<file path="config.mk">
export PLATFORM = sky130hd
export DESIGN_NAME = rplss_top
export DESIGN_NICKNAME = d
export VERILOG_FILES = /design/src/rplss_pkg.sv /design/src/rplss_top.sv /design/src/rplss_lane.sv
export VERILOG_INCLUDE_DIRS = /design/src /design/src/src
export SDC_FILE = /design/constraint.sdc
export NUM_CORES = 2
export LEC_CHECK = 0
export CAP_MARGIN = 40
export CORE_AREA = 2 2 255 257
export DETAILED_ROUTE_END_ITERATION = 16
export DIE_AREA = 0 0 257 259
export DONT_BUFFER_PORTS = 1
export PLACE_DENSITY = 0.69
export SLEW_MARGIN = 25
export SYNTH_ARGS = -nofsm -noshare
export SYNTH_HDL_FRONTEND = slang
export SYNTH_HIERARCHICAL = 1
export SYNTH_SLANG_ARGS = --single-unit
</file>
<file path="constraint.sdc">
create_clock -name CORE_CLK -period 3.1 [get_ports CORE_CLK]
set_input_delay 0.465 -clock CORE_CLK [delete_from_list [all_inputs] [get_ports CORE_CLK]]
set_output_delay 0.465 -clock CORE_CLK [all_outputs]
set_load 0.05 [all_outputs]
</file>
<file path="src/rplss_regs.svh">
`ifndef RPLSS_REGS_SVH
`define RPLSS_REGS_SVH
// lane count and block header codes
`define RPLSS_NLANES        4
`define RPLSS_HDR_CTRL      2'b10
// lock, framing and marker error thresholds, counted in received blocks, bad headers and markers
`define RPLSS_LOCK_GOOD     7'd64
`define RPLSS_BAD_WINDOW    7'd63
`define RPLSS_BAD_LIMIT     5'd16
`define RPLSS_FE_WINDOW     3'd7
`define RPLSS_MF_REPEAT     3'd4
// register byte offsets
`define RPLSS_OFF_CTRL      4'h0
`define RPLSS_OFF_STATUS    4'h4
`define RPLSS_OFF_INT_STAT  4'h8
`define RPLSS_OFF_INT_MASK  4'hc
// field positions
`define RPLSS_CTRL_RESYNC   0
`define RPLSS_ST_SYNCED     0
`define RPLSS_ST_FOUND      4
`define RPLSS_ST_SYNC_ERR   8
`define RPLSS_ST_LEN_ERR    12
`define RPLSS_ST_REP_ERR    16
`define RPLSS_INT_SYNC_ERR  0
`define RPLSS_INT_WORD_ERR  4
`define RPLSS_INT_LEN_ERR   8
`define RPLSS_INT_REP_ERR   12
// reset values
`define RPLSS_INT_MASK_RST  16'h0000
`endif

</file>
<file path="src/rplss_pkg.sv">
package rplss_pkg;
    typedef struct packed {
        logic        valid;
        logic [1:0]  hdr;
        logic [63:0] data;
    } rplss_blk_t;

    typedef struct packed {
        logic       lock;
        logic       found;
        logic [1:0] pcs_id;
        logic       sync_err;
        logic       len_err;
        logic       rep_err;
        logic       word_err;
        logic       fe_valid;
        logic [2:0] fe_cnt;
    } rplss_lstat_t;

    typedef enum logic [2:0] {
        ST_HUNT = 3'b001,
        ST_LOCK = 3'b010,
        ST_LOST = 3'b100
    } rplss_lock_t;
endpackage : rplss_pkg

</file>
<file path="src/rplss_top.sv">
// Notes on behaviour
// each PCS lane reports a 3-bit framing error increment count
// a lane's count is meaningful only while its valid qualifier is high
// consumers add the count only on cycles where its valid is high
// lane-found bit rises once that PCS lane's marker is seen and demuxed
// each PCS lane reports its carrying physical lane, valid while synced
// synced bit needs word boundary lock plus a received lane marker
// sync error on lock loss from bad headers or no marker received
// spacing error while markers arrive off the configured spacing, held until fixed
// consecutive error after four marker errors in a row, held until cleared
// word error pulses one cycle per malformed marker, back to back allowed
// expected marker values change only while reset is held
// a force-resync pulse of one cycle or more restarts sync and alignment
// all status outputs are registered and zero during reset
// sync error clears synced and found; they return only after new markers
//
// The plain strobed port and the address map were decided locally.
`timescale 1ns/1ps
`include "rplss_regs.svh"
module rplss_top
    import rplss_pkg::*;
(
    input  wire logic         CORE_CLK,
    input  wire logic         RST_B,
    input  wire rplss_blk_t   RX_BLK [4],
    input  wire logic [63:0]  EXPECTED_LANE_MARKER_VALUE [4],
    input  wire logic [15:0]  MARKER_SPACING_WORDS,
    input  wire logic         FORCE_RESYNC,
    input  wire logic [3:0]   REG_ADDR,
    input  wire logic [31:0]  REG_WDATA,
    input  wire logic         REG_WR,
    input  wire logic         REG_RD,
    output logic [31:0]       REG_RDATA,
    output logic              IRQ,
    output logic [2:0]        FRAMING_ERR_COUNT [4],
    output logic [3:0]        FRAMING_ERR_VALID,
    output logic [3:0]        LANE_MARKER_FOUND_VECTOR,
    output logic [1:0]        PCS_TO_PHYSICAL_LANE_MAP [4],
    output logic [3:0]        SYNCED_VECTOR,
    output logic [3:0]        SYNC_ERROR_VECTOR,
    output logic [3:0]        MARKER_SPACING_ERROR_VECTOR,
    output logic [3:0]        MARKER_CONSECUTIVE_ERROR_VECTOR,
    output logic [3:0]        MARKER_WORD_ERROR_PULSE
);
    ////////////////////////////////////////////////////////////////////////////////
    // physical lanes
    rplss_lstat_t lane_st [4];
    logic         resync_reg;

    for (genvar p = 0; p < `RPLSS_NLANES; p++) begin : g_lane
        rplss_lane u_lane (
            .clk        (CORE_CLK),
            .rst_b      (RST_B),
            .resync     (resync_reg),
            .blk        (RX_BLK[p]),
            .marker_val (EXPECTED_LANE_MARKER_VALUE),
            .spacing    (MARKER_SPACING_WORDS),
            .stat       (lane_st[p])
        );
    end

    ////////////////////////////////////////////////////////////////////////////////
    // PCS lane k is found on the physical lane that recognised marker k
    function automatic logic [2:0] find_phys(input int k, input rplss_lstat_t s [4]);
        logic [2:0] r;
        r = 3'h0;
        for (int p = 0; p < `RPLSS_NLANES; p++) begin
            if (s[p].found && s[p].pcs_id == 2'(k)) r = {1'b1, 2'(p)};
        end
        return r;
    endfunction : find_phys

    logic [2:0]   hit [4];
    logic [3:0]   found_next;
    logic [3:0]   synced_next;
    logic [3:0]   sync_err_next;
    logic [3:0]   len_err_next;
    logic [3:0]   rep_err_next;
    logic [3:0]   word_err_next;
    logic [3:0]   fe_valid_next;
    logic [2:0]   fe_cnt_next [4];
    logic [1:0]   last_phys_reg [4];

    always_comb begin
        for (int k = 0; k < `RPLSS_NLANES; k++) begin
            hit[k]            = find_phys(k, lane_st);
            found_next[k]     = hit[k][2];
            synced_next[k]    = hit[k][2] & lane_st[hit[k][1:0]].lock;
            // an unmapped PCS lane watches its last physical lane, so a lock loss stays visible
            sync_err_next[k]  = hit[k][2] ? lane_st[hit[k][1:0]].sync_err : lane_st[last_phys_reg[k]].sync_err;
            len_err_next[k]   = hit[k][2] & lane_st[hit[k][1:0]].len_err;
            rep_err_next[k]   = hit[k][2] & lane_st[hit[k][1:0]].rep_err;
            word_err_next[k]  = hit[k][2] & lane_st[hit[k][1:0]].word_err;
            fe_valid_next[k]  = hit[k][2] & lane_st[hit[k][1:0]].fe_valid;
            fe_cnt_next[k]    = fe_valid_next[k] ? lane_st[hit[k][1:0]].fe_cnt : 3'h0;
        end
    end

    // before any mapping a PCS lane watches the physical lane at its own index
    always_ff @(posedge CORE_CLK or negedge RST_B) begin
        if (!RST_B) begin
            for (int k = 0; k < `RPLSS_NLANES; k++) last_phys_reg[k] <= 2'(k);
        end else begin
            for (int k = 0; k < `RPLSS_NLANES; k++) begin
                if (hit[k][2]) last_phys_reg[k] <= hit[k][1:0];
            end
        end
    end

    ////////////////////////////////////////////////////////////////////////////////
    // status outputs, one register stage after the lanes
    always_ff @(posedge CORE_CLK or negedge RST_B) begin
        if (!RST_B) begin
            LANE_MARKER_FOUND_VECTOR        <= 4'h0;
            SYNCED_VECTOR                   <= 4'h0;
            SYNC_ERROR_VECTOR               <= 4'h0;
            MARKER_SPACING_ERROR_VECTOR     <= 4'h0;
            MARKER_CONSECUTIVE_ERROR_VECTOR <= 4'h0;
            MARKER_WORD_ERROR_PULSE         <= 4'h0;
        end else begin
            LANE_MARKER_FOUND_VECTOR        <= found_next;
            SYNCED_VECTOR                   <= synced_next;
            SYNC_ERROR_VECTOR               <= sync_err_next;
            MARKER_SPACING_ERROR_VECTOR     <= len_err_next;
            MARKER_CONSECUTIVE_ERROR_VECTOR <= rep_err_next;
            MARKER_WORD_ERROR_PULSE         <= word_err_next;
        end
    end

    always_ff @(posedge CORE_CLK or negedge RST_B) begin
        if (!RST_B) begin
            FRAMING_ERR_VALID <= 4'h0;
            for (int k = 0; k < `RPLSS_NLANES; k++) begin
                FRAMING_ERR_COUNT[k]        <= 3'h0;
                PCS_TO_PHYSICAL_LANE_MAP[k] <= 2'h0;
            end
        end else begin
            FRAMING_ERR_VALID <= fe_valid_next;
            for (int k = 0; k < `RPLSS_NLANES; k++) begin
                FRAMING_ERR_COUNT[k] <= fe_cnt_next[k];
                // map held at zero when unsynced so a stale lane number never leaks out
                PCS_TO_PHYSICAL_LANE_MAP[k] <= synced_next[k] ? hit[k][1:0] : 2'h0;
            end
        end
    end

    ////////////////////////////////////////////////////////////////////////////////
    // register port
    logic        wr_ctrl, rd_int;
    logic [15:0] int_stat_reg;
    logic [15:0] int_mask_reg;
    logic [15:0] int_event;
    logic [15:0] int_stat_next;

    assign wr_ctrl = REG_WR && REG_ADDR == `RPLSS_OFF_CTRL;
    assign rd_int  = REG_RD && REG_ADDR == `RPLSS_OFF_INT_STAT;

    // the pin and the control bit both restart the lanes; the register adds one cycle
    always_ff @(posedge CORE_CLK or negedge RST_B) begin
        if (!RST_B) resync_reg <= 1'b0;
        else resync_reg <= FORCE_RESYNC | (wr_ctrl & REG_WDATA[`RPLSS_CTRL_RESYNC]);
    end

    always_ff @(posedge CORE_CLK or negedge RST_B) begin
        if (!RST_B) int_mask_reg <= `RPLSS_INT_MASK_RST;
        else if (REG_WR && REG_ADDR == `RPLSS_OFF_INT_MASK) int_mask_reg <= REG_WDATA[15:0];
    end

    // events are rising edges of the level errors plus every word error pulse
    always_comb begin
        int_event = 16'h0000;
        int_event[`RPLSS_INT_SYNC_ERR +: 4] = sync_err_next & ~SYNC_ERROR_VECTOR;
        int_event[`RPLSS_INT_WORD_ERR +: 4] = word_err_next;
        int_event[`RPLSS_INT_LEN_ERR  +: 4] = len_err_next & ~MARKER_SPACING_ERROR_VECTOR;
        int_event[`RPLSS_INT_REP_ERR  +: 4] = rep_err_next & ~MARKER_CONSECUTIVE_ERROR_VECTOR;
        // read clears, but an event in the same cycle survives
        int_stat_next = (rd_int ? 16'h0000 : int_stat_reg) | int_event;
    end

    always_ff @(posedge CORE_CLK or negedge RST_B) begin
        if (!RST_B) begin
            int_stat_reg <= 16'h0000;
            IRQ          <= 1'b0;
        end else begin
            int_stat_reg <= int_stat_next;
            IRQ          <= |(int_stat_next & int_mask_reg);
        end
    end

    always_ff @(posedge CORE_CLK or negedge RST_B) begin
        if (!RST_B) REG_RDATA <= 32'h0000_0000;
        else if (!REG_RD) REG_RDATA <= 32'h0000_0000;
        else begin
            case (REG_ADDR)
                `RPLSS_OFF_CTRL:     REG_RDATA <= 32'h0000_0000;
                `RPLSS_OFF_STATUS:   REG_RDATA <= {12'h000, MARKER_CONSECUTIVE_ERROR_VECTOR,
                                                   MARKER_SPACING_ERROR_VECTOR, SYNC_ERROR_VECTOR,
                                                   LANE_MARKER_FOUND_VECTOR, SYNCED_VECTOR};
                `RPLSS_OFF_INT_STAT: REG_RDATA <= {16'h0000, int_stat_reg};
                `RPLSS_OFF_INT_MASK: REG_RDATA <= {16'h0000, int_mask_reg};
                default:             REG_RDATA <= 32'h0000_0000;
            endcase
        end
    end

    ////////////////////////////////////////////////////////////////////////////////
    // checks
    for (genvar k = 0; k < `RPLSS_NLANES; k++) begin : g_chk
        a_fe_valid_gate: assert property (@(posedge CORE_CLK) disable iff (!RST_B)
            !FRAMING_ERR_VALID[k] |-> FRAMING_ERR_COUNT[k] == 3'h0)
            else $error("framing count nonzero while not valid");
        a_fe_count_source: assert property (@(posedge CORE_CLK) disable iff (!RST_B)
            FRAMING_ERR_VALID[k] |-> FRAMING_ERR_COUNT[k] == $past(lane_st[hit[k][1:0]].fe_cnt)
                                     && $past(lane_st[hit[k][1:0]].fe_valid))
            else $error("framing count differs from its lane");
        a_found_follow: assert property (@(posedge CORE_CLK) disable iff (!RST_B)
            LANE_MARKER_FOUND_VECTOR[k] == $past(found_next[k]))
            else $error("lane found bit not following marker detection");
        a_map_lane_id: assert property (@(posedge CORE_CLK) disable iff (!RST_B)
            SYNCED_VECTOR[k] |-> lane_st[PCS_TO_PHYSICAL_LANE_MAP[k]].pcs_id == 2'(k))
            else $error("lane map points at the wrong physical lane");
        a_synced_found: assert property (@(posedge CORE_CLK) disable iff (!RST_B)
            SYNCED_VECTOR[k] |-> LANE_MARKER_FOUND_VECTOR[k])
            else $error("synced without a received marker");
        a_err_clears_sync: assert property (@(posedge CORE_CLK) disable iff (!RST_B)
            SYNC_ERROR_VECTOR[k] |-> !SYNCED_VECTOR[k])
            else $error("synced while the sync error is high");
    end

    a_resync_clears: assert property (@(posedge CORE_CLK) disable iff (!RST_B)
        FORCE_RESYNC |-> ##3 (LANE_MARKER_FOUND_VECTOR == 4'h0 && SYNCED_VECTOR == 4'h0))
        else $error("force resync did not drop lane status");
    a_reset_zero: assert property (@(posedge CORE_CLK)
        !RST_B |-> (SYNCED_VECTOR == 4'h0 && FRAMING_ERR_VALID == 4'h0 && IRQ == 1'b0))
        else $error("status outputs not zero during reset");
    a_irq_level: assert property (@(posedge CORE_CLK) disable iff (!RST_B)
        IRQ == |($past(int_stat_next) & $past(int_mask_reg)))
        else $error("interrupt level does not follow masked status");

    c_all_synced: cover property (@(posedge CORE_CLK) disable iff (!RST_B)
        SYNCED_VECTOR == 4'hf);
    c_word_err_b2b: cover property (@(posedge CORE_CLK) disable iff (!RST_B)
        MARKER_WORD_ERROR_PULSE[0] ##1 MARKER_WORD_ERROR_PULSE[0]);
    c_repeat_err: cover property (@(posedge CORE_CLK) disable iff (!RST_B)
        $rose(MARKER_CONSECUTIVE_ERROR_VECTOR[0]));
    c_resync_after_sync: cover property (@(posedge CORE_CLK) disable iff (!RST_B)
        SYNCED_VECTOR[0] && resync_reg);
endmodule : rplss_top

</file>
<file path="src/rplss_lane.sv">
`timescale 1ns/1ps
`include "rplss_regs.svh"
module rplss_lane
    import rplss_pkg::*;
(
    input  wire logic         clk,
    input  wire logic         rst_b,
    input  wire logic         resync,
    input  wire rplss_blk_t   blk,
    input  wire logic [63:0]  marker_val [4],
    input  wire logic [15:0]  spacing,
    output rplss_lstat_t      stat
);
    rplss_lock_t state_reg;
    logic [6:0]  good_cnt_reg;
    logic [6:0]  win_cnt_reg;
    logic [4:0]  bad_cnt_reg;
    logic [15:0] gap_cnt_reg;
    logic [2:0]  mf_cnt_reg;
    logic [2:0]  fe_acc_reg;
    logic [2:0]  fe_blk_reg;
    logic [2:0]  fe_cnt_reg;
    logic        fe_valid_reg;
    logic        found_reg;
    logic [1:0]  pcs_id_reg;
    logic        sync_err_reg;
    logic        len_err_reg;
    logic        rep_err_reg;
    logic        word_err_reg;

    function automatic logic [2:0] match_marker(input logic [63:0] d, input logic [63:0] m [4]);
        logic [2:0] r;
        r = 3'h0;
        for (int i = 0; i < `RPLSS_NLANES; i++) begin
            if (d == m[i]) r = {1'b1, 2'(i)};
        end
        return r;
    endfunction : match_marker

    logic       locked, hdr_bad, mk_hit, at_slot, slot_ok, slot_bad, off_slot, lose, no_marker;
    logic [2:0] mk;
    assign locked    = (state_reg == ST_LOCK);
    assign hdr_bad   = blk.valid & (blk.hdr[0] ~^ blk.hdr[1]);
    assign mk        = match_marker(blk.data, marker_val);
    assign mk_hit    = locked & blk.valid & (blk.hdr == `RPLSS_HDR_CTRL) & mk[2];
    assign at_slot   = found_reg & (gap_cnt_reg == spacing);
    assign slot_ok   = locked & blk.valid & at_slot & mk_hit & (mk[1:0] == pcs_id_reg);
    assign slot_bad  = locked & blk.valid & at_slot & ~slot_ok;
    assign off_slot  = found_reg & mk_hit & ~at_slot;
    // the sixteenth bad header inside one window drops the lock
    assign lose      = locked & hdr_bad & (bad_cnt_reg == `RPLSS_BAD_LIMIT - 5'd1);
    // a full marker period after lock with no marker seen
    assign no_marker = locked & ~found_reg & blk.valid & ~mk_hit & (gap_cnt_reg == spacing);

    always_ff @(posedge clk or negedge rst_b) begin
        if (!rst_b) begin
            state_reg    <= ST_HUNT;
            good_cnt_reg <= 7'h00;
            win_cnt_reg  <= 7'h00;
            bad_cnt_reg  <= 5'h00;
        end else if (resync) begin
            state_reg    <= ST_HUNT;
            good_cnt_reg <= 7'h00;
            win_cnt_reg  <= 7'h00;
            bad_cnt_reg  <= 5'h00;
        end else begin
            case (state_reg)
                ST_HUNT, ST_LOST: begin
                    if (hdr_bad) good_cnt_reg <= 7'h00;
                    else if (blk.valid) begin
                        if (good_cnt_reg == `RPLSS_LOCK_GOOD - 7'd1) begin
                            state_reg    <= ST_LOCK;
                            good_cnt_reg <= 7'h00;
                        end else good_cnt_reg <= good_cnt_reg + 7'd1;
                    end
                    win_cnt_reg <= 7'h00;
                    bad_cnt_reg <= 5'h00;
                end
                ST_LOCK: begin
                    if (lose) state_reg <= ST_LOST;
                    else if (blk.valid) begin
                        win_cnt_reg <= (win_cnt_reg == `RPLSS_BAD_WINDOW) ? 7'h00 : win_cnt_reg + 7'd1;
                        if (win_cnt_reg == `RPLSS_BAD_WINDOW) bad_cnt_reg <= 5'h00;
                        else if (hdr_bad) bad_cnt_reg <= bad_cnt_reg + 5'd1;
                    end
                end
                default: state_reg <= ST_HUNT;
            endcase
        end
    end

    always_ff @(posedge clk or negedge rst_b) begin
        if (!rst_b) begin
            gap_cnt_reg <= 16'h0000;
            found_reg   <= 1'b0;
            pcs_id_reg  <= 2'h0;
        end else if (resync || !locked || lose) begin
            gap_cnt_reg <= 16'h0000;
            found_reg   <= 1'b0;
        end else if (blk.valid) begin
            gap_cnt_reg <= (mk_hit || gap_cnt_reg == spacing) ? 16'h0000 : gap_cnt_reg + 16'd1;
            if (mk_hit && !found_reg) begin
                found_reg  <= 1'b1;
                pcs_id_reg <= mk[1:0];
            end
        end
    end

    always_ff @(posedge clk or negedge rst_b) begin
        if (!rst_b) begin
            sync_err_reg <= 1'b0;
            len_err_reg  <= 1'b0;
            rep_err_reg  <= 1'b0;
            mf_cnt_reg   <= 3'h0;
            word_err_reg <= 1'b0;
        end else if (resync) begin
            sync_err_reg <= 1'b0;
            len_err_reg  <= 1'b0;
            rep_err_reg  <= 1'b0;
            mf_cnt_reg   <= 3'h0;
            word_err_reg <= 1'b0;
        end else begin
            // the error set wins over the clear on a fresh marker
            if (lose || no_marker) sync_err_reg <= 1'b1;
            else if (mk_hit && !found_reg) sync_err_reg <= 1'b0;
            if (off_slot) len_err_reg <= 1'b1;
            else if (slot_ok || !found_reg) len_err_reg <= 1'b0;
            if (slot_bad) begin
                if (mf_cnt_reg != `RPLSS_MF_REPEAT) mf_cnt_reg <= mf_cnt_reg + 3'd1;
                if (mf_cnt_reg >= `RPLSS_MF_REPEAT - 3'd1) rep_err_reg <= 1'b1;
            end else if (slot_ok || !found_reg) begin
                mf_cnt_reg  <= 3'h0;
                rep_err_reg <= 1'b0;
            end
            word_err_reg <= slot_bad;
        end
    end

    // framing error increments: one report per seven locked blocks, so the 3-bit count cannot wrap
    always_ff @(posedge clk or negedge rst_b) begin
        if (!rst_b) begin
            fe_acc_reg   <= 3'h0;
            fe_blk_reg   <= 3'h0;
            fe_cnt_reg   <= 3'h0;
            fe_valid_reg <= 1'b0;
        end else begin
            fe_valid_reg <= 1'b0;
            fe_cnt_reg   <= 3'h0;
            if (resync || !locked) begin
                fe_acc_reg <= 3'h0;
                fe_blk_reg <= 3'h0;
            end else if (blk.valid) begin
                if (fe_blk_reg == `RPLSS_FE_WINDOW - 3'd1) begin
                    fe_cnt_reg   <= fe_acc_reg + {2'b00, hdr_bad};
                    fe_valid_reg <= 1'b1;
                    fe_acc_reg   <= 3'h0;
                    fe_blk_reg   <= 3'h0;
                end else begin
                    fe_acc_reg <= fe_acc_reg + {2'b00, hdr_bad};
                    fe_blk_reg <= fe_blk_reg + 3'd1;
                end
            end
        end
    end

    assign stat = '{lock: locked, found: found_reg, pcs_id: pcs_id_reg, sync_err: sync_err_reg,
                    len_err: len_err_reg, rep_err: rep_err_reg, word_err: word_err_reg,
                    fe_valid: fe_valid_reg, fe_cnt: fe_cnt_reg};

    ////////////////////////////////////////////////////////////////////////////////
    a_len_err_set: assert property (@(posedge clk) disable iff (!rst_b)
        off_slot && !resync |=> len_err_reg)
        else $error("marker off its slot did not raise the spacing error");
    a_rep_err_count: assert property (@(posedge clk) disable iff (!rst_b)
        rep_err_reg |-> mf_cnt_reg >= `RPLSS_MF_REPEAT - 3'd1)
        else $error("consecutive marker error raised before four errors");
    a_word_err_pulse: assert property (@(posedge clk) disable iff (!rst_b)
        word_err_reg |-> $past(slot_bad) && !$past(resync))
        else $error("marker word error pulse without a bad marker");
    a_sync_err_lose: assert property (@(posedge clk) disable iff (!rst_b)
        lose && !resync |=> sync_err_reg && !found_reg)
        else $error("lock loss did not raise the sync error");
endmodule : rplss_lane

</file>
==> impl_table.tex <==
\begin{tabular}{lr}
\hline
Metric & Value \\
\hline
\multicolumn{2}{l}{\textbf{Layout}} \\
Fill count & approximately 6000 \\
Commonest non-fill, non-tap cells in the layout & xnor2\_1, dfrtp\_1, nand4\_1 \\
Most common cell after layout, fill and taps aside & xnor2\_1 \\
Final Cell Area & 32900 µm² \\
Fraction of final layout cells sized beyond drive strength 1 & about a tenth \\
Total Nets Final & 4061 \\
Number of cells in the finished layout apart from fillers & 4318 \\
Largest register FFs & 64 \\
Area growth, synth to finish & 3.29\% \\
\multicolumn{2}{l}{\textbf{Routing}} \\
Total Routed Length & 151 mm \\
Detailed-router iteration count before antenna repair & 8 \\
Met3 Routed Length & 19.5 mm \\
Routed metal-1 wire length & 55.2 mm \\
Detail-routed net length per standard cell & 34.9 µm \\
Met2 routed wirelength & 62.2 mm \\
Remaining routing DRC violations & 0 \\
Iteration-0 DRC count of the detailed router & approximately 3300 \\
Antenna Nets Post-Route & 0 \\
Total via count in the routed design & 28000 \\
Top routing layer used & met5 \\
Via density per instance & between 6 and 7 \\
\multicolumn{2}{l}{\textbf{Synth}} \\
Async set-or-reset flop fraction in the synthesized netlist & 100\% \\
Most common flop cell mapped by yosys & dfrtp\_1 \\
Synth unique cells & 94 \\
Number of storage elements in the synthesis netlist & approximately 340 \\
Post-synthesis sequential area ratio & 26.9\% \\
Cell area after synthesis & between 30000 and 40000 µm² \\
Instance count of the mapped netlist & roughly 3600 \\
Yosys warns & 6 \\
Synth Area per Inst & 8.82 µm² \\
Number of enable-type register cells in the synthesized netlist & 0 \\
\multicolumn{2}{l}{\textbf{Clock network}} \\
TritonCTS buffer count & 36 \\
CTS clock-pin slew for the worst setup and hold paths & approximately 0.070 ns \\
CTS tree & yes \\
Number of buffers on the longest clock path & 3 \\
Number of buffers inserted by hold repair at cts & 2 \\
Root buffer cell & clkbuf\_16 \\
Deepest level of the CTS H-tree & 2 \\
Clock tree sinks & 342 \\
Clk Latency, worst-skew pair & 0.56 ns \\
\multicolumn{2}{l}{\textbf{Floorplanning}} \\
Std-Cell Core Area & between 60000 and 70000 µm² \\
Die Area & 66600 µm² \\
Initial core utilization & 49.9\% \\
Horizontal die dimension & 257 µm \\
Std-Cell Rows & 93 \\
Die Y-Extent & between 200 and 300 µm \\
Number of top-level pins & 662 \\
\multicolumn{2}{l}{\textbf{STA}} \\
Tmin final & roughly 2.9 ns \\
Sum Neg Setup Slack & 0 ns \\
Highest Clock Rate & 0.345 GHz \\
Clock tree skew after final layout & 0.0305 ns \\
RSZ-0062 raised after global routing & no \\
Final worst-path cycle share & around 93\% \\
Final Hold Slack & -0.397 ns \\
Setup violation total in the final timing report & 0 \\
Worst relative slew slack & 28.6\% \\
Count of endpoints failing hold in the final timing report & between 300 and 400 \\
Worst Max-Slew Pin Slew & 1.07 ns \\
Slew Limit Fails & 0 \\
\multicolumn{2}{l}{\textbf{Setup path}} \\
Data arrival time at the worst-slack endpoint & $\sim$3.3 ns \\
Worst path top cell family by delay & compound AO/OA/AOI/OAI gates \\
Setup slack of the most critical reg-to-reg path & 0.20 ns \\
Buffering stage count on the worst path with inverters included & 0 \\
Worst flop-to-flop path startpoint & g\_lane[1].u\_lane/pcs\_id\_reg[1]\$\_DFFE\_PN0P\_ \\
Cells on worst reg2reg path & 6 \\
Crit path required time & 3.47 ns \\
Category of the most critical setup path & reg2reg \\
Kind of capture point of the worst setup path & flip-flop \\
Maximum single-stage delay on the critical path & 0.58 ns \\
CP max-delay cell & dfrtp\_1 \\
Sequence of cells on the critical path & and3\_1, nor2\_1, a221oi\_1, o41ai\_1, a222oi\_1, nand4\_1 \\
Kind of launch point of the worst setup path & flip-flop \\
Logic depth of the worst setup path including buffers & 6 \\
Worst setup path startpoint & g\_lane[1].u\_lane/pcs\_id\_reg[1]\$\_DFFE\_PN0P\_ \\
Crit path max fanout & 12 \\
\multicolumn{2}{l}{\textbf{Pwr}} \\
Leakage power of the design & around 12 nW \\
Cell Pwr Density & 372 nW/µm² \\
Total power & 12.2 mW \\
Peak supply drop & 0.483 mV \\
\multicolumn{2}{l}{\textbf{GRT}} \\
Residual overflow from global routing & 0 \\
Vias in the first global route & 26000 \\
Number of antenna violations at the first check in global routing & 5 \\
First-pass GRT wire length & 205 mm \\
Maximum number of pins on one net before global-route repair & 343 \\
Gr usage total & a little over two fifths \\
\multicolumn{2}{l}{\textbf{Placed design}} \\
Routability congestion estimate & 1.12 \\
Instance area at placement & around 32000 µm² \\
Count of buffers from port buffering & 0 \\
HPWL reported at the end of detailed placement & around 130 mm \\
Number of instances in the placed design & 4250 \\
\multicolumn{2}{l}{\textbf{Outcome}} \\
Run status & finished, violations left \\
Failing checks & negative hold slack \\
\multicolumn{2}{l}{\textbf{Min path}} \\
Worst hold-check path type & in2async \\
\multicolumn{2}{l}{\textbf{Run}} \\
Number of max-cap violations & 0 \\
\hline
\end{tabular}
cells by family after synthesis:
group	synth area share [%]
AND/OR/NAND/NOR	19.7
XOR/XNOR	31.6
AO/OA/AOI/OAI	9.59
buffers and inverters	8.41
flip-flops	26.9
multiplexers	2.03
adder cells (fa/ha/maj)	1.73
other	0.0118
worst reg2reg max path: stages (launching register included):
cell      delay, ns
dfrtp_1        0.58
and3_1         0.54
nor2_1         0.23
a221oi_1       0.53
o41ai_1        0.21
a222oi_1       0.39
nand4_1        0.24
path summary, 6_finish.rpt:
kind / to
hold reg to reg: last_phys_reg[3]$_DFFE_PN1P_
hold / removal: FRAMING_ERR_COUNT[8]$_DFF_PN0_
setup reg to reg: IRQ$_DFF_PN0_
min in group CORE_CLK: resync_reg$_DFF_PN0_
setup / recovery: IRQ$_DFF_PN0_
max in group asynchronous: int_mask_reg[4]$_DFFE_PN0P_
layer usage:
layer  up-vias  GRT usage (%)
li1      12000              -
met1     13500           52.4
met2      1899           64.3
met3       528           16.0
met4         2           31.5
met5         -              0
through the flow:
| stage | setup WS [ns] | util, % |
|---|---|---|
| 3_3_place_gp | 0.154 | 49.6 |
| 5_1_grt | 0.142 | 51.5 |
| 6_report | 0.204 | 51.5 |
| 3_5_place_dp | 0.169 | 49.6 |
| 4_1_cts | 0.384 | 51.5 |
| 2_1_floorplan | 0.631 | - |
cell usage after synthesis (22+ instances only):
| cell | count | area (µm²) |
|---|---|---|
| dfrtp_1 | 334 | 8360 |
| nand4_1 | 296 | 1850 |
| clkbuf_1 | 72 | 270 |
| buf_4 | 48 | 360 |
| xnor2_1 | 1093 | 9570 |
| buf_2 | 116 | 581 |
| buf_6 | 83 | 935 |
| nand2b_1 | 25 | 156 |
| nor2_1 | 200 | 751 |
| nand3_1 | 92 | 460 |
| nor4_1 | 51 | 319 |
| nor2b_1 | 29 | 181 |
| o22ai_1 | 24 | 150 |
| nand2_1 | 202 | 758 |
| mux2_2 | 34 | 383 |
| xor2_1 | 22 | 193 |
| and3_1 | 63 | 394 |
| inv_1 | 67 | 251 |
| nor4_2 | 22 | 275 |
| a21oi_1 | 81 | 405 |
| nor3_1 | 38 | 190 |
| a22oi_1 | 24 | 180 |
| clkbuf_2 | 49 | 245 |
| ha_1 | 44 | 551 |
| o21ai_0 | 132 | 661 |
timing repair:
| action | 4_1_cts | 5_1_grt |
|---|---|---|
| buffers inserted | 0 | 0 |
| resized for setup | 0 | 0 |
| endpoints found under the hold margin | 346 | 342 |
report_power, final:
part | leakage (nW) | total [mW] | internal, mW | switching (mW)
clock network | 0.588 | 4.59 | 2.67 | 1.92
logic | 6.56 | 2.78 | 1.47 | 1.31
registers | 4.69 | 4.88 | 4.65 | 0.230
total | 11.8 | 12.2 | 8.79 | 3.46
cell type report:
class	instances	area [µm²]	share of cell area (%)
Sequential cell	342	8570	26.0
Antenna cell	2	5.00	0.0152
Multi-Input combinational cell	2838	20700	62.8
Timing Repair Buffer	147	1120	3.40
Clock buffer	47	972	2.95
Tap cell	855	1070	3.25
Clock inverter	16	254	0.772
Inverter	71	267	0.810
No activity file was read; power rests on OpenSTA's default activity.
